`src/reset_cause_cfg.svh`:
```
/*
 * Constants for the reset cause recorder: register offsets, field positions,
 * reset values, restart addresses and phase counts.
 * Assumes it is included by bare name before the package and the module.
 */
`ifndef RESET_CAUSE_CFG_SVH
`define RESET_CAUSE_CFG_SVH

// register byte offsets
`define OFS_CAUSE      8'h00
`define OFS_RESTART    8'h04
`define OFS_IRQ_STATUS 8'h08
`define OFS_IRQ_ENABLE 8'h0C
`define OFS_IRQ_CLEAR  8'h10
`define OFS_CTRL       8'h14

// cause flag positions
`define B_TRAP   0
`define B_ILLOP  1
`define B_EXT    2
`define B_SWR    3
`define B_WDT    4
`define B_IDLE   5
`define B_SLEEP  6
`define B_POR    7
`define B_BOR    8
`define CAUSE_W  9

// power-on value of the cause register: power-on and brown-out set
`define CAUSE_POR_VAL 9'h180

// restart addresses
`define PC_W          24
`define PC_RESET      24'h000000
`define PC_CLKFAIL    24'h000004
`define PC_STEP       24'h000002

// instruction cycle phases
`define QUARTERS      2'h3
`define Q_HIGH_FIRST  2'h2

// ctrl bit fields
`define C_SLEEPING 0
`define C_IDLING   1

`define AXI_OKAY   2'h0
`define AXI_SLVERR 2'h2

`endif

```
`src/reset_cause_pkg.sv`:
```
/*
 * Types for the reset cause recorder.
 * Assumes reset_cause_cfg.svh is on the include path.
 */
`include "reset_cause_cfg.svh"
package reset_cause_pkg;
	// one pulse per event source
	typedef struct packed {
		logic por;
		logic bor;
		logic master_clear_input;
		logic software_reset_flag;
		logic wdt_timeout;
		logic wdt_wake;
		logic irq_wake;
		logic irq_vec_valid;
		logic clk_fail;
		logic trap;
		logic illop;
	} event_t;

	// restart request to the core
	typedef struct packed {
		logic            valid;
		logic [`PC_W-1:0] pc;
	} restart_t;

	typedef enum logic [1:0] {
		MODE_RUN,
		MODE_SLEEP,
		MODE_IDLE
	} cpu_mode_t;
endpackage

```
`src/reset_cause_flag_recorder.sv`:
```
/*
 * Reset cause flag recorder with AXI4-Lite register access, restart vector
 * selection, instruction cycle divider and event interrupt.
 * Assumes event inputs are one-cycle pulses synchronous to clk, and that
 * the core samples the restart request on the cycle after an event.
 */
`timescale 1ns/1ps
`default_nettype none
`include "reset_cause_cfg.svh"

// Contract
// - power-on sets power-on and brown-out flags, clears all others, restarts at zero
// - brown-out sets brown-out, clears power-on; software reset sets its flag, clears ext/wdt/idle/sleep
// - master clear sets external, clears watchdog and idle; sleep sets sleep flag
// - master clear while idle sets external and idle, clears watchdog, sleep, keeps software
// - watchdog reset sets watchdog, clears ext/sw/idle/sleep; trap and illegal set own flag
// - watchdog wake sets watchdog and sleep, next instruction; interrupt wake sets sleep only
// - interrupt wake with enabled interrupt restarts at that interrupt's vector
// - clock failure trap vectors to four and leaves all flags unchanged
// - instruction cycle is exactly four oscillator periods
// - cycle clock output low in first two quarters, high in last two
// - all cause flags readable and writable by software
module reset_cause_flag_recorder (
	input  wire logic                    clk,           // oscillator clock
	input  wire logic                    rst_n,         // sync reset, active low
	input  wire reset_cause_pkg::event_t ev,            // event pulses
	input  wire logic [`PC_W-1:0]        cur_pc,        // pc of sleep instruction
	input  wire logic [`PC_W-1:0]        irq_vector,    // vector of waking interrupt
	input  wire logic [31:0]             s_awaddr,      // axi write address
	input  wire logic                    s_awvalid,     // axi
	output logic                         s_awready,     // axi
	input  wire logic [31:0]             s_wdata,       // axi
	input  wire logic [3:0]              s_wstrb,       // axi
	input  wire logic                    s_wvalid,      // axi
	output logic                         s_wready,      // axi
	output logic [1:0]                   s_bresp,       // axi
	output logic                         s_bvalid,      // axi
	input  wire logic                    s_bready,      // axi
	input  wire logic [31:0]             s_araddr,      // axi
	input  wire logic                    s_arvalid,     // axi
	output logic                         s_arready,     // axi
	output logic [31:0]                  s_rdata,       // axi
	output logic [1:0]                   s_rresp,       // axi
	output logic                         s_rvalid,      // axi
	input  wire logic                    s_rready,      // axi
	output reset_cause_pkg::restart_t    restart,       // restart request
	output logic                         cycle_clock_output, // instruction clock out
	output logic [1:0]                   quarter,       // current quarter phase
	output logic                         irq            // level interrupt
);
	import reset_cause_pkg::*;

	logic [`CAUSE_W-1:0] reset_cause_register;
	logic [`CAUSE_W-1:0] next_cause;
	logic [`CAUSE_W-1:0] irq_status;
	logic [`CAUSE_W-1:0] irq_enable;
	logic [`CAUSE_W-1:0] cause_set;
	logic [1:0]          ctrl;
	logic                any_event;
	logic                aw_hold;
	logic                w_hold;
	logic [31:0]         aw_addr;
	logic [31:0]         w_data;
	logic [3:0]          w_strb;
	logic                wr_fire;
	logic                sw_cause_wr;
	logic                sw_ctrl_wr;
	logic                sw_en_wr;
	logic                sw_clr_wr;
	logic                wr_hit;

	////////////////////////////////////////////////////////////////////////
	// axi4-lite write channel
	assign wr_fire     = aw_hold && w_hold && !s_bvalid;
	assign wr_hit      = (aw_addr[7:0] == `OFS_CAUSE) || (aw_addr[7:0] == `OFS_IRQ_ENABLE) ||
	                     (aw_addr[7:0] == `OFS_IRQ_CLEAR) || (aw_addr[7:0] == `OFS_CTRL);
	assign sw_cause_wr = wr_fire && (aw_addr[7:0] == `OFS_CAUSE);
	assign sw_ctrl_wr  = wr_fire && (aw_addr[7:0] == `OFS_CTRL);
	assign sw_en_wr    = wr_fire && (aw_addr[7:0] == `OFS_IRQ_ENABLE);
	assign sw_clr_wr   = wr_fire && (aw_addr[7:0] == `OFS_IRQ_CLEAR);

	// address and data taken in either order, held until the response
	always_ff @(posedge clk) begin
		if (!rst_n) begin
			aw_hold   <= 1'b0;
			w_hold    <= 1'b0;
			aw_addr   <= 32'h00000000;
			w_data    <= 32'h00000000;
			w_strb    <= 4'h0;
			s_awready <= 1'b0;
			s_wready  <= 1'b0;
			s_bvalid  <= 1'b0;
			s_bresp   <= `AXI_OKAY;
		end else begin
			s_awready <= !aw_hold && !s_awready && s_awvalid;
			s_wready  <= !w_hold && !s_wready && s_wvalid;
			if (s_awvalid && s_awready) begin
				aw_hold <= 1'b1;
				aw_addr <= s_awaddr;
			end
			if (s_wvalid && s_wready) begin
				w_hold <= 1'b1;
				w_data <= s_wdata;
				w_strb <= s_wstrb;
			end
			if (wr_fire) begin
				s_bvalid <= 1'b1;
				s_bresp  <= wr_hit ? `AXI_OKAY : `AXI_SLVERR;
			end else if (s_bvalid && s_bready) begin
				s_bvalid <= 1'b0;
				aw_hold  <= 1'b0;
				w_hold   <= 1'b0;
			end
		end
	end

	////////////////////////////////////////////////////////////////////////
	// axi4-lite read channel, one read at a time
	always_ff @(posedge clk) begin
		if (!rst_n) begin
			s_arready <= 1'b0;
			s_rvalid  <= 1'b0;
			s_rdata   <= 32'h00000000;
			s_rresp   <= `AXI_OKAY;
		end else begin
			s_arready <= !s_rvalid && !s_arready && s_arvalid;
			if (s_arvalid && s_arready) begin
				s_rvalid <= 1'b1;
				s_rresp  <= `AXI_OKAY;
				s_rdata  <= 32'h00000000;
				case (s_araddr[7:0])
					`OFS_CAUSE:      s_rdata[`CAUSE_W-1:0] <= reset_cause_register;
					`OFS_RESTART:    s_rdata[`PC_W-1:0]    <= restart.pc;
					`OFS_IRQ_STATUS: s_rdata[`CAUSE_W-1:0] <= irq_status;
					`OFS_IRQ_ENABLE: s_rdata[`CAUSE_W-1:0] <= irq_enable;
					`OFS_IRQ_CLEAR:  s_rdata               <= 32'h00000000;
					`OFS_CTRL:       s_rdata[1:0]          <= ctrl;
					default:         s_rresp               <= `AXI_SLVERR;
				endcase
			end else if (s_rvalid && s_rready) begin
				s_rvalid <= 1'b0;
			end
		end
	end

	////////////////////////////////////////////////////////////////////////
	// cpu mode: software tells the recorder when the core sleeps or idles
	always_ff @(posedge clk) begin
		if (!rst_n) begin
			ctrl <= 2'h0;
		end else if (sw_ctrl_wr && w_strb[0]) begin
			ctrl <= w_data[1:0];
		end else if (ev.master_clear_input || ev.wdt_wake || ev.irq_wake || ev.por || ev.bor) begin
			ctrl <= 2'h0; // master clear, wakes, power-on and brown-out leave sleep and idle
		end
	end

	////////////////////////////////////////////////////////////////////////
	// flag update per event; precedence follows severity, power-on first
	always_comb begin
		next_cause = reset_cause_register;
		if (ev.por) begin
			next_cause = `CAUSE_POR_VAL;
		end else if (ev.bor) begin
			next_cause[`B_BOR] = 1'b1;
			next_cause[`B_POR] = 1'b0;
		end else if (ev.master_clear_input) begin
			next_cause[`B_EXT]  = 1'b1;
			next_cause[`B_WDT]  = 1'b0;
			next_cause[`B_IDLE] = ctrl[`C_IDLING];
			next_cause[`B_SLEEP] = ctrl[`C_SLEEPING] && !ctrl[`C_IDLING];
			if (!ctrl[`C_SLEEPING] && !ctrl[`C_IDLING]) begin
				next_cause[`B_SWR] = 1'b0;
			end
		end else if (ev.software_reset_flag) begin
			next_cause[`B_SWR]   = 1'b1;
			next_cause[`B_EXT]   = 1'b0;
			next_cause[`B_WDT]   = 1'b0;
			next_cause[`B_IDLE]  = 1'b0;
			next_cause[`B_SLEEP] = 1'b0;
		end else if (ev.wdt_timeout) begin
			next_cause[`B_WDT]   = 1'b1;
			next_cause[`B_EXT]   = 1'b0;
			next_cause[`B_SWR]   = 1'b0;
			next_cause[`B_IDLE]  = 1'b0;
			next_cause[`B_SLEEP] = 1'b0;
		end else if (ev.trap) begin
			next_cause[`B_TRAP] = 1'b1;
		end else if (ev.illop) begin
			next_cause[`B_ILLOP] = 1'b1;
		end else if (ev.wdt_wake) begin
			next_cause[`B_WDT]   = 1'b1;
			next_cause[`B_SLEEP] = 1'b1;
		end else if (ev.irq_wake) begin
			next_cause[`B_SLEEP] = 1'b1;
		end else if (sw_cause_wr) begin
			next_cause[7:0] = w_strb[0] ? w_data[7:0] : reset_cause_register[7:0];
			next_cause[`B_BOR] = w_strb[1] ? w_data[`B_BOR] : reset_cause_register[`B_BOR];
		end
		// clock failure: nothing changes here, all flags kept
	end

	assign any_event = ev.por || ev.bor || ev.master_clear_input || ev.software_reset_flag || ev.wdt_timeout || ev.trap ||
	                   ev.illop || ev.wdt_wake || ev.irq_wake || ev.clk_fail;

	always_ff @(posedge clk) begin
		if (!rst_n) begin
			reset_cause_register <= `CAUSE_POR_VAL;
		end else begin
			reset_cause_register <= next_cause;
		end
	end

	////////////////////////////////////////////////////////////////////////
	// restart vector toward the core, one-cycle request
	always_ff @(posedge clk) begin
		if (!rst_n) begin
			restart <= '{valid: 1'b1, pc: `PC_RESET};
		end else begin
			restart.valid <= any_event;
			if (ev.por || ev.bor || ev.master_clear_input || ev.software_reset_flag || ev.wdt_timeout || ev.trap || ev.illop) begin
				restart.pc <= `PC_RESET;
			end else if (ev.wdt_wake) begin
				restart.pc <= cur_pc + `PC_STEP;
			end else if (ev.irq_wake) begin
				restart.pc <= ev.irq_vec_valid ? irq_vector : cur_pc + `PC_STEP;
			end else if (ev.clk_fail) begin
				restart.pc <= `PC_CLKFAIL;
			end
		end
	end

	////////////////////////////////////////////////////////////////////////
	// interrupt: a flag rising sets status; set beats a clear in the same cycle
	assign cause_set = next_cause & ~reset_cause_register;

	always_ff @(posedge clk) begin
		if (!rst_n) begin
			irq_status <= {`CAUSE_W{1'b0}};
			irq_enable <= {`CAUSE_W{1'b0}};
			irq        <= 1'b0;
		end else begin
			if (sw_en_wr) begin
				irq_enable <= w_data[`CAUSE_W-1:0];
			end
			irq_status <= (irq_status & ~(sw_clr_wr ? w_data[`CAUSE_W-1:0] : {`CAUSE_W{1'b0}})) | cause_set;
			irq        <= |(irq_status & irq_enable);
		end
	end

	////////////////////////////////////////////////////////////////////////
	// quarter phase divider: four clk periods per instruction cycle
	always_ff @(posedge clk) begin
		if (!rst_n) begin
			quarter            <= 2'h0;
			cycle_clock_output <= 1'b0;
		end else begin
			quarter            <= quarter + 2'h1;
			cycle_clock_output <= ((quarter + 2'h1) >= `Q_HIGH_FIRST);
		end
	end

	////////////////////////////////////////////////////////////////////////
	// checks
	AST_POR_FLAGS: assert property (@(posedge clk) disable iff (!rst_n)
		ev.por |=> (reset_cause_register == `CAUSE_POR_VAL) && restart.pc == `PC_RESET)
		else $error("power-on flags or pc wrong");
	AST_BOR_FLAGS: assert property (@(posedge clk) disable iff (!rst_n)
		ev.bor && !ev.por |=> reset_cause_register[`B_BOR] && !reset_cause_register[`B_POR])
		else $error("brown-out flags wrong");
	AST_SWR_FLAGS: assert property (@(posedge clk) disable iff (!rst_n)
		ev.software_reset_flag && !(ev.por || ev.bor || ev.master_clear_input) |=> reset_cause_register[`B_SWR] &&
		!reset_cause_register[`B_EXT] && !reset_cause_register[`B_SLEEP])
		else $error("software reset flags wrong");
	AST_MASTER_CLEAR_INPUT_FLAGS: assert property (@(posedge clk) disable iff (!rst_n)
		ev.master_clear_input && !(ev.por || ev.bor) |=> reset_cause_register[`B_EXT] &&
		!reset_cause_register[`B_WDT] && reset_cause_register[`B_IDLE] == $past(ctrl[`C_IDLING]))
		else $error("master clear flags wrong");
	AST_MASTER_CLEAR_INPUT_IDLE: assert property (@(posedge clk) disable iff (!rst_n)
		ev.master_clear_input && ctrl[`C_IDLING] && !(ev.por || ev.bor) |=>
		reset_cause_register[`B_SWR] == $past(reset_cause_register[`B_SWR]) && !reset_cause_register[`B_SLEEP])
		else $error("idle master clear kept wrong flags");
	AST_WDT_RESET: assert property (@(posedge clk) disable iff (!rst_n)
		ev.wdt_timeout && !(ev.por || ev.bor || ev.master_clear_input || ev.software_reset_flag) |=>
		reset_cause_register[`B_WDT] && !reset_cause_register[`B_SWR] && restart.pc == `PC_RESET)
		else $error("watchdog reset wrong");
	AST_WDT_WAKE: assert property (@(posedge clk) disable iff (!rst_n)
		ev.wdt_wake && !(ev.por || ev.bor || ev.master_clear_input || ev.software_reset_flag || ev.wdt_timeout || ev.trap || ev.illop) |=>
		restart.pc == $past(cur_pc) + `PC_STEP && reset_cause_register[`B_SLEEP])
		else $error("watchdog wake wrong");
	AST_IRQ_VEC: assert property (@(posedge clk) disable iff (!rst_n)
		ev.irq_wake && ev.irq_vec_valid && !(ev.por || ev.bor || ev.master_clear_input || ev.software_reset_flag ||
		ev.wdt_timeout || ev.trap || ev.illop || ev.wdt_wake) |=> restart.pc == $past(irq_vector))
		else $error("interrupt vector not loaded");
	AST_CLKFAIL: assert property (@(posedge clk) disable iff (!rst_n)
		ev.clk_fail && !(any_event && !ev.clk_fail) && !(ev.por || ev.bor || ev.master_clear_input || ev.software_reset_flag ||
		ev.wdt_timeout || ev.trap || ev.illop || ev.wdt_wake || ev.irq_wake) && !sw_cause_wr |=>
		restart.pc == `PC_CLKFAIL && $stable(reset_cause_register))
		else $error("clock failure changed flags");
	AST_CYCLE_CLK: assert property (@(posedge clk) disable iff (!rst_n)
		$rose(cycle_clock_output) |-> cycle_clock_output [*2] ##1 !cycle_clock_output [*2] ##1 cycle_clock_output)
		else $error("cycle clock not two low two high");

	// quarter counter steps by one on every clock after reset
	AST_QUARTER_STEP: assert property (@(posedge clk) disable iff (!rst_n)
		$past(rst_n) |-> quarter == 2'($past(quarter) + 2'h1))
		else $error("quarter phase skipped");

	// clock output low in quarters zero and one, high in two and three
	AST_CLK_PHASE: assert property (@(posedge clk) disable iff (!rst_n)
		cycle_clock_output == quarter[1])
		else $error("cycle clock out of phase");

	// full software write lands when no event competes in that cycle
	AST_SW_WRITE: assert property (@(posedge clk) disable iff (!rst_n)
		sw_cause_wr && w_strb[0] && w_strb[1] && !(ev.por || ev.bor || ev.master_clear_input || ev.software_reset_flag ||
		ev.wdt_timeout || ev.trap || ev.illop || ev.wdt_wake || ev.irq_wake) |=>
		reset_cause_register == $past(w_data[`CAUSE_W-1:0]))
		else $error("software write to cause flags lost");

	// trap reset sets its own flag and restarts at zero
	AST_TRAP_FLAG: assert property (@(posedge clk) disable iff (!rst_n)
		ev.trap && !(ev.por || ev.bor || ev.master_clear_input || ev.software_reset_flag || ev.wdt_timeout) |=>
		reset_cause_register[`B_TRAP] && restart.pc == `PC_RESET)
		else $error("trap reset wrong");

	// illegal operation reset sets its own flag and restarts at zero
	AST_ILLOP_FLAG: assert property (@(posedge clk) disable iff (!rst_n)
		ev.illop && !(ev.por || ev.bor || ev.master_clear_input || ev.software_reset_flag || ev.wdt_timeout || ev.trap) |=>
		reset_cause_register[`B_ILLOP] && restart.pc == `PC_RESET)
		else $error("illegal operation reset wrong");

	// interrupt wake sets only the sleep flag, the rest kept
	AST_IRQ_WAKE_FLAGS: assert property (@(posedge clk) disable iff (!rst_n)
		ev.irq_wake && !(ev.por || ev.bor || ev.master_clear_input || ev.software_reset_flag || ev.wdt_timeout || ev.trap ||
		ev.illop || ev.wdt_wake) |=> reset_cause_register[`B_SLEEP] &&
		reset_cause_register[`B_SLEEP-1:0] == $past(reset_cause_register[`B_SLEEP-1:0]) &&
		reset_cause_register[`B_BOR:`B_POR] == $past(reset_cause_register[`B_BOR:`B_POR]))
		else $error("interrupt wake changed other flags");

	// restart request is a single pulse one clock after each event
	AST_RESTART_PULSE: assert property (@(posedge clk) disable iff (!rst_n)
		$past(rst_n) |-> restart.valid == $past(any_event))
		else $error("restart request pulse wrong");

	// interrupt level follows enabled status one clock later
	AST_IRQ_LEVEL: assert property (@(posedge clk) disable iff (!rst_n)
		$past(rst_n) |-> irq == |($past(irq_status) & $past(irq_enable)))
		else $error("interrupt level wrong");

	COV_POR:  cover property (@(posedge clk) disable iff (!rst_n) ev.por ##1 restart.valid);
	COV_CLKF: cover property (@(posedge clk) disable iff (!rst_n) ev.clk_fail);
	COV_IDLE: cover property (@(posedge clk) disable iff (!rst_n) ev.master_clear_input && ctrl[`C_IDLING]);
	COV_WAKE: cover property (@(posedge clk) disable iff (!rst_n) ev.irq_wake && ev.irq_vec_valid);
	COV_IRQ:  cover property (@(posedge clk) disable iff (!rst_n) $rose(irq));
endmodule
`default_nettype wire

```
`config.mk`:
```
export PLATFORM = sky130hd
export DESIGN_NAME = reset_cause_flag_recorder
export DESIGN_NICKNAME = d
export VERILOG_FILES = /design/src/reset_cause_pkg.sv /design/src/reset_cause_flag_recorder.sv
export VERILOG_INCLUDE_DIRS = /design/src
export SDC_FILE = /design/constraint.sdc
export NUM_CORES = 1
export LEC_CHECK = 0
export BUFFER_PORTS_ARGS = -buffer_cell sky130_fd_sc_hd__buf_4
export CELL_PAD_IN_SITES_DETAIL_PLACEMENT = 0
export CELL_PAD_IN_SITES_GLOBAL_PLACEMENT = 1
export CORE_MARGIN = 2
export CORE_UTILIZATION = 31
export DETAILED_ROUTE_END_ITERATION = 7
export GPL_TIMING_DRIVEN = 0
export PLACE_DENSITY = 0.8
export SYNTH_ARGS = -nofsm -noshare
export SYNTH_HDL_FRONTEND = slang
export SYNTH_SLANG_ARGS = --single-unit
export TNS_END_PERCENT = 10
```
`constraint.sdc`:
```
create_clock -name clk -period 2 [get_ports clk]
set_input_delay 0.2 -clock clk [delete_from_list [all_inputs] [get_ports clk]]
set_output_delay 0.2 -clock clk [all_outputs]
set_load 0.01 [all_outputs]
```
# After elaboration in Yosys (flattened, before gate mapping)
# Cells that the tools add are included.
[totals] ff_bits=112 out_inout_bits=70 word_cells=154
[classes] n_addsub=2 magnitude_cmp=1 eq_ne=8 n_mux=60 bitwise=7 reduce_logical=54
[op_table] operator="9-bit 2-to-1 mux" count=12
[op_table] operator="24-bit 2-to-1 mux" count=4
[op_table] operator="8-bit by 5-bit == test with 1-bit output, second input constant" count=4
[op_table] operator="7-bit case mux with 4 select lines" count=1
[op_table] operator="9-bit AND" count=3
[op_table] operator="2-bit 2-to-1 mux" count=13
[op_table] operator="24-bit by 2-bit adder with 24-bit output, second input constant" count=1
[op_table] operator="8-bit by 4-bit == test with 1-bit output, second input constant" count=3
[op_table] operator="1-bit logical AND" count=20
[op_table] operator="1-bit 2-to-1 mux" count=19
[op_table] operator="9-bit inverter" count=2
[op_table] operator="8-bit logical NOT" count=2
[op_table] operator="1-bit logical OR" count=16
[op_table] operator="8-bit 2-to-1 mux" count=2
[op_table] operator="15-bit 2-to-1 mux" count=1
[op_table] operator="5-bit 2-to-1 mux" count=3
[op_table] operator="7-bit 2-to-1 mux" count=2
[op_table] operator="2-bit case mux with 5 select lines" count=1
[op_table] operator="1-bit logical NOT" count=9
[op_table] operator="9-bit bitwise OR" count=1
[op_table] operator="9-bit OR reduction" count=1
[op_table] operator="8-bit by 3-bit == test with 1-bit output, second input constant" count=1
[op_table] operator="6-bit 2-to-1 mux" count=1
[op_table] operator="2-bit nonzero test" count=3
[op_table] operator="other kinds (7)" count=7

# Depth between registers and ports, before layout
# Gate-level depths: netlist (run 1).
[depth] ltp_word=24 ltp_mapped=7 mapped_depth_nobuf=6

# Worst setup path after synthesis (run 1)
# Ideal clock, no wire load.
[synth_path] path_kind="flip-flop to flip-flop" startpoint="register aw_addr[0]" endpoint="register reset_cause_register[7]" t_arrival_ps=1904 t_required_ps=1867 setup_slack_ps=-37 path_stages_with_launch=8 synth_period_minus_slack_ps=2037 path_cell_list="dfxtp_1 > or4_1 > buf_2 > or3_1 > buf_6 > nor4b_4 > mux2i_1 > o21ai_1"
[synth_via] elab_chain_cells=21
[synth_rtl] element="start, declared" line="reset_cause_flag_recorder.sv:62" text="logic [31:0] aw_addr;"
[synth_rtl] element="start signal, assigned" line="reset_cause_flag_recorder.sv:99" text="aw_addr <= s_awaddr;"
[synth_rtl] element="8-bit logical NOT (no source line)"
[synth_rtl] element="1-bit logical AND" line="reset_cause_flag_recorder.sv:77" text="assign sw_cause_wr = wr_fire && (aw_addr[7:0] == `OFS_CAUSE);"
[synth_rtl] element="9-bit 2-to-1 mux" line="reset_cause_flag_recorder.sv:196" text="end else if (sw_cause_wr) begin"
[synth_rtl] element="9-bit 2-to-1 mux" line="reset_cause_flag_recorder.sv:194" text="end else if (ev.irq_wake) begin"
[synth_rtl] element="9-bit 2-to-1 mux" line="reset_cause_flag_recorder.sv:191" text="end else if (ev.wdt_wake) begin"
[synth_rtl] element="9-bit 2-to-1 mux" line="reset_cause_flag_recorder.sv:189" text="end else if (ev.illop) begin"
[synth_rtl] element="9-bit 2-to-1 mux" line="reset_cause_flag_recorder.sv:187" text="end else if (ev.trap) begin"
[synth_rtl] element="9-bit 2-to-1 mux" line="reset_cause_flag_recorder.sv:181" text="end else if (ev.wdt_timeout) begin"
[synth_rtl] element="(+5 left out)"
[synth_rtl] element="2-bit 2-to-1 mux" line="reset_cause_flag_recorder.sv:191"
[synth_rtl] element="7-bit 2-to-1 mux" line="reset_cause_flag_recorder.sv:189"
[synth_rtl] element="8-bit 2-to-1 mux" line="reset_cause_flag_recorder.sv:187"
[synth_rtl] element="2-bit 2-to-1 mux" line="reset_cause_flag_recorder.sv:181"
[synth_rtl] element="2-bit 2-to-1 mux" line="reset_cause_flag_recorder.sv:175" text="end else if (ev.software_reset_flag) begin"
[synth_rtl] element="2-bit 2-to-1 mux" line="reset_cause_flag_recorder.sv:167" text="end else if (ev.master_clear_input) begin"
[synth_rtl] element="2-bit 2-to-1 mux" line="reset_cause_flag_recorder.sv:164" text="end else if (ev.bor) begin"
[synth_rtl] element="9-bit 2-to-1 mux" line="reset_cause_flag_recorder.sv:162" text="if (ev.por) begin"
[synth_rtl] element="end signal, assigned" line="reset_cause_flag_recorder.sv:208" text="reset_cause_register <= `CAUSE_POR_VAL;"
[synth_rtl] element="end signal, assigned" line="reset_cause_flag_recorder.sv:210" text="reset_cause_register <= next_cause;"
[synth_rtl] element="end, declared" line="reset_cause_flag_recorder.sv:53" text="logic [`CAUSE_W-1:0] reset_cause_register;"
# Every way passes these cells. The select of a mux whose other input is x is not followed.
# A chain may end at the register's enable or synchronous reset.

# Final worst setup path (run 1)
[layout_path] startpoint="register aw_hold" endpoint="register irq_status[2]"
[layout_via] elab_chain_cells=24 elab_cells_between_ends=28 classes_between="mux (20); bitwise (4); reduce/logical (4)"
[layout_rtl] element="start, declared" line="reset_cause_flag_recorder.sv:60" text="logic aw_hold;"
[layout_rtl] element="start signal, assigned" line="reset_cause_flag_recorder.sv:85" text="aw_hold <= 1'b0;"
[layout_rtl] element="start signal, assigned" line="reset_cause_flag_recorder.sv:98" text="aw_hold <= 1'b1;"
[layout_rtl] element="start signal, assigned" line="reset_cause_flag_recorder.sv:111" text="aw_hold <= 1'b0;"
[layout_rtl] element="1-bit logical AND * (2 in a row)" line="reset_cause_flag_recorder.sv:74" text="assign wr_fire = aw_hold && w_hold && !s_bvalid;"
[layout_rtl] element="1-bit logical AND" line="reset_cause_flag_recorder.sv:77"
[layout_rtl] element="9-bit 2-to-1 mux" line="reset_cause_flag_recorder.sv:196"
[layout_rtl] element="9-bit 2-to-1 mux" line="reset_cause_flag_recorder.sv:194"
[layout_rtl] element="9-bit 2-to-1 mux" line="reset_cause_flag_recorder.sv:191"
[layout_rtl] element="9-bit 2-to-1 mux" line="reset_cause_flag_recorder.sv:189"
[layout_rtl] element="9-bit 2-to-1 mux" line="reset_cause_flag_recorder.sv:187"
[layout_rtl] element="9-bit 2-to-1 mux" line="reset_cause_flag_recorder.sv:181"
[layout_rtl] element="(+7 left out)"
[layout_rtl] element="8-bit 2-to-1 mux" line="reset_cause_flag_recorder.sv:187"
[layout_rtl] element="5-bit 2-to-1 mux" line="reset_cause_flag_recorder.sv:181"
[layout_rtl] element="5-bit 2-to-1 mux" line="reset_cause_flag_recorder.sv:175"
[layout_rtl] element="5-bit 2-to-1 mux" line="reset_cause_flag_recorder.sv:167"
[layout_rtl] element="7-bit 2-to-1 mux" line="reset_cause_flag_recorder.sv:164"
[layout_rtl] element="9-bit 2-to-1 mux" line="reset_cause_flag_recorder.sv:162"
[layout_rtl] element="9-bit AND" line="reset_cause_flag_recorder.sv:235" text="assign cause_set = next_cause & ~reset_cause_register;"
[layout_rtl] element="9-bit bitwise OR *" line="reset_cause_flag_recorder.sv:246" text="irq_status <= (irq_status & ~(sw_clr_wr ? w_data[`CAUSE_W-1:0] : {`CAUSE_W{1'b0}})) | cause_set;"
[layout_rtl] element="end signal, assigned" line="reset_cause_flag_recorder.sv:239" text="irq_status <= {`CAUSE_W{1'b0}};"
[layout_rtl] element="end signal, assigned" line="reset_cause_flag_recorder.sv:246"
[layout_rtl] element="end, declared" line="reset_cause_flag_recorder.sv:55" text="logic [`CAUSE_W-1:0] irq_status;"
# Every way passes the cells marked *; elsewhere a longest branch is shown, timed or not. The select of a mux whose other input is x is not followed.

==> flow_metrics.py, run 1 <==
metrics = {
    "global_route": {
        "track_usage_pct": 19.5,
        "grt_max_degree": 18,
        "grt_use_met2_pct": 31.3,
        "grt_pass1_wl_um": 27900,
        "top_usage_layer": "met2",
        "grt_use_met3_pct": 3.21,
        "met1_usage_pct": 26.5,
        "grt_pass1_vias": 5192,
        "grt-ovfl-total": 0,
        "antenna_found_initial": 0,
    },
    "clock_tree": {
        "cts_buffers": 9,
        "cts-root-buf": "clkbuf_16",
        "cts_tree": "built",
        "cts_sinks": 109,
        "insertion_delay_ns": 0.36,
        "path_clk_slew_ns": 0.08,
        "cts_hold_buf": 0,
        "clockBufferDepth": 2,
        "htreeDepth": 3,
    },
    "worst_setup_path": {
        "critPathRequiredTime_ns": 2.28,
        "crit_fanout": 5,
        "crit_arrival_ns": 2.38,
        "crit_buf_inv": 1,
        "crit_path_start_kind": "flip-flop",
        "crit_path_top_delay_cell": "or4bb_4",
        "slowest_delay_ns": 0.55,
        "path_class": "flip-flop to flip-flop",
        "cp_num_cells": 6,
        "worstSetupEndpointType": "flip-flop",
        "crit_family": "simple AND/OR/NAND/NOR gates",
        "r2r_cells": 6,
        "path_cells": "or4bb_4 > or3_4 > buf_6 > nor3_4 > a31oi_1 > o31ai_1",
    },
    "logic_synthesis": {
        "synth_edf_count": 0,
        "synthesis.instances": 649,
        "synth-seq-cells": 109,
        "synth_cell_type_count": 69,
        "ys_dominant_reg_cell": "dfxtp_1",
        "yosysSeqAreaShare_pct": 40.3,
        "ys_async_sr_fraction_pct": 0,
        "syn_area_per_cell_um2": 8.35,
        "syn_area_um2": 5420,
        "ys_warn_count": 0,
    },
    "routing": {
        "ant_nets": 0,
        "route.vias.total": 5552,
        "vias_per_cell": 5.25,
        "wl_um": 18300,
        "dr.pass1.iters": 5,
        "drc": 0,
        "drt_iter0_markers": 398,
        "wl_per_cell_um": 17.3,
    },
    "final_layout": {
        "mostFrequentLayoutCell": "buf_4",
        "area_growth_pct": 36.5,
        "final_util_pct": 43.1,
        "nets": 995,
        "fin_cells": 1058,
        "drive_gt1_share_pct": 27.9,
        "diodes": 0,
        "layout_common_cells": "buf_4 (165), dfxtp_1 (106), nand2_1 (80)",
    },
    "pwr": {
        "pwr-share-comb_pct": 12.4,
        "p_seq_share_pct": 48.1,
        "power_leakage_nw": 2.83,
        "ir_worst_vdd_mv": 0.410,
        "p_int_mw": 3.48,
        "clock_power_share_pct": 39.5,
        "p_per_area_nw_per_um2": 629,
        "switching_share_pct": 25.3,
        "p_switching_mw": 1.18,
    },
    "placed_design": {
        "dp_slack_ns": -0.719,
        "hpwl_um": 14000,
        "dp_cells": 1034,
        "port_buffers": 151,
        "finalWeightedCongestion": 0.928,
    },
    "status": {
        "violations": "negative setup slack",
        "status": "finished, violations left",
    },
    "floorplanning": {
        "ios": 236,
        "initial_core_util_pct": 31.5,
        "rows": 48,
        "core-area_um2": 17200,
        "dieHeight_um": 136,
        "die_w_um": 136,
        "design.die.area_um2": 18600,
    },
    "sta": {
        "tightest_slew_ns": 0.774,
        "min_period_ns": 2.10,
        "rsz0062_at_grt": "true",
        "slew_headroom_pct": 48.4,
        "skew_ns": 0.0146,
        "period_share_pct": 105,
        "setup_viol": 12,
        "finalHoldViolCount": 0,
        "finalMaxSlewViolations": 0,
        "fin_ws_ns": -0.101,
        "max_freq_mhz": 476,
    },
    "min_path": {
        "hold_depth": 3,
        "hp-class": "input port to flip-flop",
    },
    "job": {
        "drv_cap": 0,
    },
}
through the flow:
step | instance area [um2] | hold WS (ns) | power, mW | TNS (ns)
floorplan | 5450 | 0.318 | 2.54 | -0.0366
global placement | 6870 | 0.440 | 2.83 | -23.76
detailed placement | 6870 | 0.443 | 2.83 | -24.08
CTS | 7370 | 0.0728 | 4.68 | -1.29
global route | 7400 | 0.0696 | 4.83 | -2.61
finish | 7400 | 0.0810 | 4.65 | -0.762
kinds of logic (layout without fill, tap and decap cells):
group | count (synthesis) | after routing | synth area share (%)
buf+inv | 58 | 233 | 5.01
compound gates | 168 | 168 | 19.8
other cells | 1 | 10 | 0.0692
mux | 24 | 24 | 6.51
flops | 109 | 109 | 40.3
simple gates | 268 | 268 | 24.8
fa+ha+maj | 1 | 1 | 0.231
xor+xnor | 20 | 20 | 3.23
worst reg2reg max path, cell delays in order (launching register included):
cell and delay [ns]:
dfxtp_2 0.35, or4bb_4 0.55, or3_4 0.40, buf_6 0.15
nor3_4 0.21, a31oi_1 0.15, o31ai_1 0.21
state kept, by name, summed over array words and instances, names as in the netlist, 2 cells and up:
register              count
w_data                    9
w_strb                    2
reset_cause_register      9
aw_addr                   8
restart                  25
irq_enable                9
irq_status                9
s_rdata                  24
ctrl                      2
metal layers:
metal | part of all wire, % | wire (um)
met4 | 1.7 | 319
met2 | 47 | 8640
met1 | 44 | 8140
met3 | 6.6 | 1200
met5 | 0 | 0
Yosys cell counts (10+ instances only):
cell	instances	share of area, %
dfxtp_1	109	40
mux2i_1	15	2.8
a22oi_1	21	2.9
nand3_1	39	3.6
buf_4	11	1.5
nor3_1	10	0.92
nand2_1	84	5.8
nor2_1	59	4.1
nor4_1	11	1.3
o21ai_0	30	2.8
a21oi_1	58	5.4
xor2_1	11	1.8
nor2b_1	12	1.4
clkbuf_1	30	2.1
power groups by stage:
stage	Combinational, mW	Sequential [mW]	Clock (mW)
floorplan	0.264	2.28	0
finish	0.577	2.23	1.84
CTS	0.573	2.23	1.87
detailed placement	0.550	2.28	0
global route	0.628	2.24	1.97
global placement	0.549	2.28	0
final cells by class:
type / count / area, um2
buffer: 47 / 245
clock buffer: 11 / 243
clock inverter: 5 / 60.1
fill: 1814 / 9780
inverter: 10 / 37.5
multi-input combinational: 491 / 3110
sequential: 109 / 2190
tap: 225 / 282
timing repair buffer: 160 / 1230
worst paths after layout:
| kind | startpoint | end | slack (ns) |
|---|---|---|---|
| setup reg to reg | aw_hold | irq_status[2] | -0.10 |
| setup / recovery | aw_hold | irq_status[2] | -0.10 |
| hold / removal | s_arvalid | s_arready | 0.08 |
| hold reg to reg | s_rvalid | s_arready | 0.45 |
repair_timing:
| item | in CTS | in global routing |
|---|---|---|
| cloned | 1 | 0 |
| gates resized for setup | 34 | 9 |
| endpoints found under the setup margin | 47 | 54 |
| hold endpoints to repair | 0 | 0 |
| buffers inserted | 8 | 0 |
| pin swaps | 17 | 6 |
Note: power is estimated with default switching activity, not from simulation.
==> inputs of run 2 (changes only) <==
--- a/config.mk
+++ b/config.mk
@@ -14,6 +14,7 @@
 export DETAILED_ROUTE_END_ITERATION = 7
 export GPL_TIMING_DRIVEN = 0
 export PLACE_DENSITY = 0.8
+export SETUP_SLACK_MARGIN = 0.1
 export SYNTH_ARGS = -nofsm -noshare
 export SYNTH_HDL_FRONTEND = slang
 export SYNTH_SLANG_ARGS = --single-unit
==> constraint.sdc (replaced) <==
create_clock -name clk -period 2 [get_ports clk]
set_input_delay 0.4 -clock clk [delete_from_list [all_inputs] [get_ports clk]]
set_output_delay 0.4 -clock clk [all_outputs]
set_load 0.01 [all_outputs]
==> run 2 against run 1 <==
  * The flow still finishes with violations (negative setup slack)
  * Core utilization is 0.073 points lower
  * Power is 0.84% higher
  * Sequential cell count stayed put
  * Sequential share of layout area hardly changed
  * Register-to-register slack worse by 0.07 ns
  * Combinational power is 0.7% lower
  * Critical endpoint is now reset_cause_register[3]
  * Largest power group unchanged
==> flow_metrics.py, run 2 (synthesis gave the netlist of run 1 again) <==
metrics = {
    "status": {
        "status": "finished, violations left",
        "violations": "negative setup slack",
    },
    "routing": {
        "drc": 0,
        "wl_per_cell_um": 17.3,
        "route.vias.total": 5524,
        "wl_um": 18300,
        "drt_iter0_markers": 342,
        "ant_nets": 0,
        "vias_per_cell": 5.23,
        "dr.pass1.iters": 4,
    },
    "sta": {
        "finalHoldViolCount": 0,
        "tightest_slew_ns": 0.673,
        "fin_setup_tns_ns": -1.48,
        "skew_ns": 0.00775,
        "min_period_ns": 2.17,
        "whs_ns": 0.288,
        "period_share_pct": 109,
        "fin_ws_ns": -0.170,
        "setup_viol": 13,
        "slew_headroom_pct": 55.2,
        "max_freq_mhz": 461,
        "finalMaxSlewViolations": 0,
        "rsz0062_at_grt": "true",
    },
    "floorplanning": {
        "die_w_um": 136,
        "ios": 236,
        "initial_core_util_pct": 31.5,
        "design.die.area_um2": 18600,
        "core-area_um2": 17200,
        "dieHeight_um": 136,
        "rows": 48,
    },
    "final_layout": {
        "largest_reg_flops": 25,
        "drive_gt1_share_pct": 27.6,
        "layout_common_cells": "buf_4 (169), dfxtp_1 (108), nand2_1 (83)",
        "largestRegisters": "restart x25, s_rdata x24",
        "nets": 995,
        "area_growth_pct": 36.3,
        "diodes": 0,
        "regArea_um2": 2180,
        "fillers": 1800,
        "mostFrequentLayoutCell": "buf_4",
        "multi_input_area_um2": 3110,
        "final_util_pct": 43.0,
        "top_register": "restart",
    },
    "worst_setup_path": {
        "timing.rr.end": "reset_cause_register[3]",
        "path_class": "flip-flop to flip-flop",
        "worstSetupEndpointType": "flip-flop",
        "crit_fanout": 5,
        "r2r_cells": 8,
        "ff2ff_setup_slack_ns": -0.17,
        "crit_path_end": "reset_cause_register[3]",
        "crit_arrival_ns": 2.39,
        "critPathRequiredTime_ns": 2.21,
        "r2r-start": "aw_addr[0]",
        "crit_path_start_kind": "flip-flop",
        "setup.worst_path.start": "aw_addr[0]",
    },
    "pwr": {
        "p_int_mw": 3.55,
        "p_switching_mw": 1.14,
        "ir_worst_vdd_mv": 0.457,
        "switching_share_pct": 24.2,
        "power_leakage_nw": 2.84,
        "pwr-share-comb_pct": 12.2,
        "p_seq_share_pct": 47.6,
        "clock_power_share_pct": 40.1,
        "p_per_area_nw_per_um2": 635,
    },
    "placed_design": {
        "hpwl_um": 14100,
        "port_buffers": 151,
        "dp_slack_ns": -0.693,
        "finalWeightedCongestion": 0.907,
    },
    "global_route": {
        "grt_use_met3_pct": 3.09,
        "grt_pass1_vias": 5192,
        "top_usage_layer": "met2",
        "track_usage_pct": 19.6,
        "antenna_found_initial": 0,
        "grt_use_met2_pct": 31.2,
        "grt_pass1_wl_um": 28100,
        "grt_max_degree": 17,
        "grt-ovfl-total": 0,
        "met1_usage_pct": 26.9,
    },
    "clock_tree": {
        "insertion_delay_ns": 0.35,
        "cts_tree": "built",
        "path_clk_slew_ns": 0.07,
        "cts_sinks": 109,
        "htreeDepth": 3,
        "cts_hold_buf": 0,
        "cts-root-buf": "clkbuf_16",
        "clockBufferDepth": 2,
        "cts_buffers": 9,
    },
    "min_path": {
        "hp-class": "input port to flip-flop",
    },
    "job": {
        "drv_cap": 0,
    },
}
run 2: cell count changes in the layout (fill, tap and decap cells not counted), sizes merged:
| cell | delta |
|---|---|
| clkbuf | -3 |
| buf | +2 |
| clkinv | -2 |
| bufinv | +1 |
| clkinvlp | -1 |
| inv | +1 |
run 2: per-stage QoR:
| stage | cell area [um2] | total power, mW | instances |
|---|---|---|---|
| after floorplan | 5470 | 2.54 | 658 |
| after global placement | 6890 | 2.83 | 1034 |
| after detailed placement | 6890 | 2.83 | 1034 |
| after CTS | 7330 | 4.72 | 1055 |
| after global routing | 7390 | 4.87 | 1056 |
| final | 7390 | 4.69 | 1056 |
run 2: worst max-delay path, cell delays in order (launching register included):
cell and delay (ns):
dfxtp_2 0.32, or4_4 0.52, buf_6 0.14, or3_4 0.38, buf_8 0.16, nor3_4 0.19, buf_4 0.17, or3b_2 0.11
a221oi_2 0.05
run 2: layout make-up:
type	count	area share [%]
well taps	225	3.81
plain buffers	47	3.59
repair buffers	160	16.3
multi-input cells	491	42.1
clock inverters	4	0.999
clock buffers	10	3.10
inverters	10	0.508
flip-flops and latches	109	29.6
run 2: per-layer routing:
layer	wire (um)	vias up
met5	0	-
li1	-	2704
met4	370	0
met2	8610	179
met3	947	20
met1	8320	2621
run 2: repair_timing:
item / 4_1_cts / 5_1_grt
hold endpoints to repair: 0 / 0
pin swaps: 10 / 9
setup endpoints to repair: 52 / 64
resized for setup: 23 / 14
buffers inserted: 7 / 1
cloned: 1 / 0
run 2: power groups by stage:
stage	Sequential, mW	Combinational (mW)	Clock [mW]
6_report	2.23	0.573	1.88
5_1_grt	2.24	0.629	2.00
4_1_cts	2.23	0.567	1.92
3_5_place_dp	2.28	0.551	0
3_3_place_gp	2.28	0.550	0
2_1_floorplan	2.28	0.265	0
run 2: worst min path at each step:
| stage | startpoint | to | slack [ns] | depth (start not counted) |
|---|---|---|---|---|
| after floorplan | aw_addr[7] | aw_addr[7] | 0.43 | 2 |
| after global placement | aw_addr[1] | aw_addr[1] | 0.44 | 2 |
| after detailed placement | s_rvalid | s_arready | 0.45 | 1 |
| after CTS | s_arvalid | s_arready | 0.28 | 3 |
| after global routing | irq_vector[10] | restart[10] | 0.29 | 3 |
| final | s_wvalid | s_wready | 0.29 | 3 |
==> inputs of run 3 (changes only) <==
--- a/config.mk
+++ b/config.mk
@@ -11,6 +11,7 @@
 export CELL_PAD_IN_SITES_GLOBAL_PLACEMENT = 1
 export CORE_MARGIN = 2
 export CORE_UTILIZATION = 31
+export CTS_BUF_LIST = sky130_fd_sc_hd__clkbuf_16
 export DETAILED_ROUTE_END_ITERATION = 7
 export GPL_TIMING_DRIVEN = 0
 export PLACE_DENSITY = 0.8
==> constraint.sdc (replaced) <==
create_clock -name clk -period 2 [get_ports clk]
set_input_delay 0.4 -clock clk [delete_from_list [all_inputs] [get_ports clk]]
set_output_delay 0.4 -clock clk [all_outputs]
set_load 0.05 [all_outputs]
==> run 3 against run 2 <==
  * The run still ends with negative setup slack left
  * Clock power is 6% lower
  * Register-to-register slack hardly changed
  * Power down 1.1%
  * Largest cell class unchanged
  * Combinational power grew 13%
  * Critical endpoint is now irq_status[2]
==> flow_metrics.py, run 3 (synthesis gave the netlist of run 1 again) <==
metrics = {
    "status": {
        "status": "finished, violations left",
        "violations": "negative setup slack",
    },
    "placed_design": {
        "finalWeightedCongestion": 0.918,
        "port_buffers": 151,
        "dp_cells": 1034,
        "hpwl_um": 14000,
    },
    "clock_tree": {
        "cts_tree": "built",
        "clockBufferDepth": 2,
        "htreeDepth": 3,
        "cts_sinks": 109,
        "cts-root-buf": "clkbuf_16",
        "cts_buffers": 9,
        "insertion_delay_ns": 0.36,
        "path_clk_slew_ns": 0.07,
    },
    "floorplanning": {
        "dieHeight_um": 136,
        "core-area_um2": 17200,
        "design.die.area_um2": 18600,
        "ios": 236,
        "die_w_um": 136,
        "initial_core_util_pct": 31.5,
        "rows": 48,
    },
    "final_layout": {
        "mostFrequentLayoutCell": "buf_4",
        "largestRegisters": "restart x25, s_rdata x24",
        "area_growth_pct": 34.8,
        "fin_cells": 1055,
        "nets": 992,
        "top_register": "restart",
        "diodes": 0,
        "fillers": 1797,
        "drive_gt1_share_pct": 26.9,
        "largest_reg_flops": 25,
        "layout_common_cells": "buf_4 (166), dfxtp_1 (106), nand2_1 (84)",
    },
    "worst_setup_path": {
        "critPathRequiredTime_ns": 2.27,
        "crit_path_start_kind": "flip-flop",
        "setup.worst_path.start": "aw_addr[0]",
        "worstSetupEndpointType": "flip-flop",
        "crit_path_top_delay_cell": "or4_4",
        "crit_buf_inv": 2,
        "path_cells": "or4_4 > buf_6 > or3_4 > buf_8 > nor3_4 > a31oi_1 > o31ai_1",
        "r2r_cells": 7,
        "crit_family": "simple AND/OR/NAND/NOR gates",
        "crit_fanout": 5,
        "ff2ff_setup_slack_ns": -0.16,
        "crit_path_end": "irq_status[2]",
        "slowest_delay_ns": 0.52,
        "cp_num_cells": 7,
        "path_class": "flip-flop to flip-flop",
        "r2r-start": "aw_addr[0]",
        "timing.rr.end": "irq_status[2]",
        "crit_arrival_ns": 2.43,
    },
    "routing": {
        "dr.pass1.iters": 4,
        "wl_per_cell_um": 17.2,
        "vias_per_cell": 5.20,
        "route.vias.total": 5489,
        "drc": 0,
        "drt_iter0_markers": 349,
        "ant_nets": 0,
        "wl_um": 18200,
    },
    "sta": {
        "tightest_slew_ns": 0.650,
        "max_freq_mhz": 462,
        "min_period_ns": 2.16,
        "setup_viol": 14,
        "period_share_pct": 108,
        "rsz0062_at_grt": "true",
        "skew_ns": 0.00325,
        "slew_headroom_pct": 56.3,
        "finalMaxSlewViolations": 0,
        "fin_ws_ns": -0.163,
        "whs_ns": 0.289,
        "finalHoldViolCount": 0,
    },
    "pwr": {
        "power_leakage_nw": 2.81,
        "p_total_mw": 4.64,
        "ir_worst_vdd_mv": 0.395,
        "p_per_area_nw_per_um2": 635,
    },
    "min_path": {
        "hp-class": "input port to flip-flop",
    },
    "global_route": {
        "grt_pass1_wl_um": 27800,
        "grt_pass1_vias": 5073,
        "antenna_found_initial": 0,
        "grt-ovfl-total": 0,
        "track_usage_pct": 19.6,
        "grt_max_degree": 17,
    },
    "job": {
        "drv_cap": 0,
    },
}
## run 3: layout make-up
type | instances | area (um2) | area share [%]
Multi-Input combinational cell | 491 | 3080 | 42.1
Sequential cell | 109 | 2190 | 30.0
Timing Repair Buffer | 156 | 1180 | 16.2
Tap cell | 225 | 282 | 3.85
Buffer | 48 | 255 | 3.49
Clock buffer | 9 | 225 | 3.08
Clock inverter | 7 | 57.6 | 0.788
Inverter | 10 | 37.5 | 0.514
## run 3: worst reg2reg max path, stage by stage, from the launching register on
cell and delay, ns:
dfxtp_2 0.32, or4_4 0.52, buf_6 0.14, or3_4 0.38, buf_8 0.16, nor3_4 0.21
a31oi_1 0.15, o31ai_1 0.20
## run 3: metrics by stage
step	area (um2)	worst slack, ns	util [%]	TNS (ns)
3_3_place_gp	6880	-0.897	40.1	-30.24
2_1_floorplan	5470	-0.0366	-	-0.172
4_1_cts	7280	-0.138	42.4	-2.00
5_1_grt	7300	-0.241	42.5	-3.65
3_5_place_dp	6880	-0.807	40.1	-28.12
6_report	7300	-0.163	42.5	-1.59
## run 3: timing repair
action | in CTS | in global routing
setup buffers | 3 | 1
endpoints found under the setup margin | 62 | 64
pin swaps | 3 | 2
hold buffers | 0 | 0
endpoints found under the hold margin | 0 | 0
gates resized for setup | 21 | 7
cloned | 1 | 0
## run 3: report_power, final
part	switching, mW	internal, mW	leakage, nW	total [mW]
Sequential	0.0331	2.20	0.883	2.23
Combinational	0.378	0.267	1.78	0.645
Clock	0.806	0.954	0.148	1.76
## run 3: worst min path at each step
stage / from / to / cells past startpoint
4_1_cts: s_wvalid / s_wready / 3
2_1_floorplan: aw_addr[7] / aw_addr[7] / 2
6_report: s_wdata[0] / w_data[0] / 3
3_3_place_gp: aw_addr[5] / aw_addr[5] / 2
3_5_place_dp: aw_addr[5] / aw_addr[5] / 2
5_1_grt: s_arvalid / s_arready / 3
## run 3: metal layers
| layer | track usage [%] | wire length (um) | part of all wire (%) | vias up |
|---|---|---|---|---|
| met5 | 0 | 0 | 0 | - |
| met4 | 7.35 | 385 | 2.1 | 0 |
| met3 | 3.62 | 1130 | 6.2 | 22 |
| met2 | 30.3 | 8400 | 46 | 202 |
| met1 | 27.2 | 8260 | 45 | 2565 |
| li1 | - | - | - | 2700 |
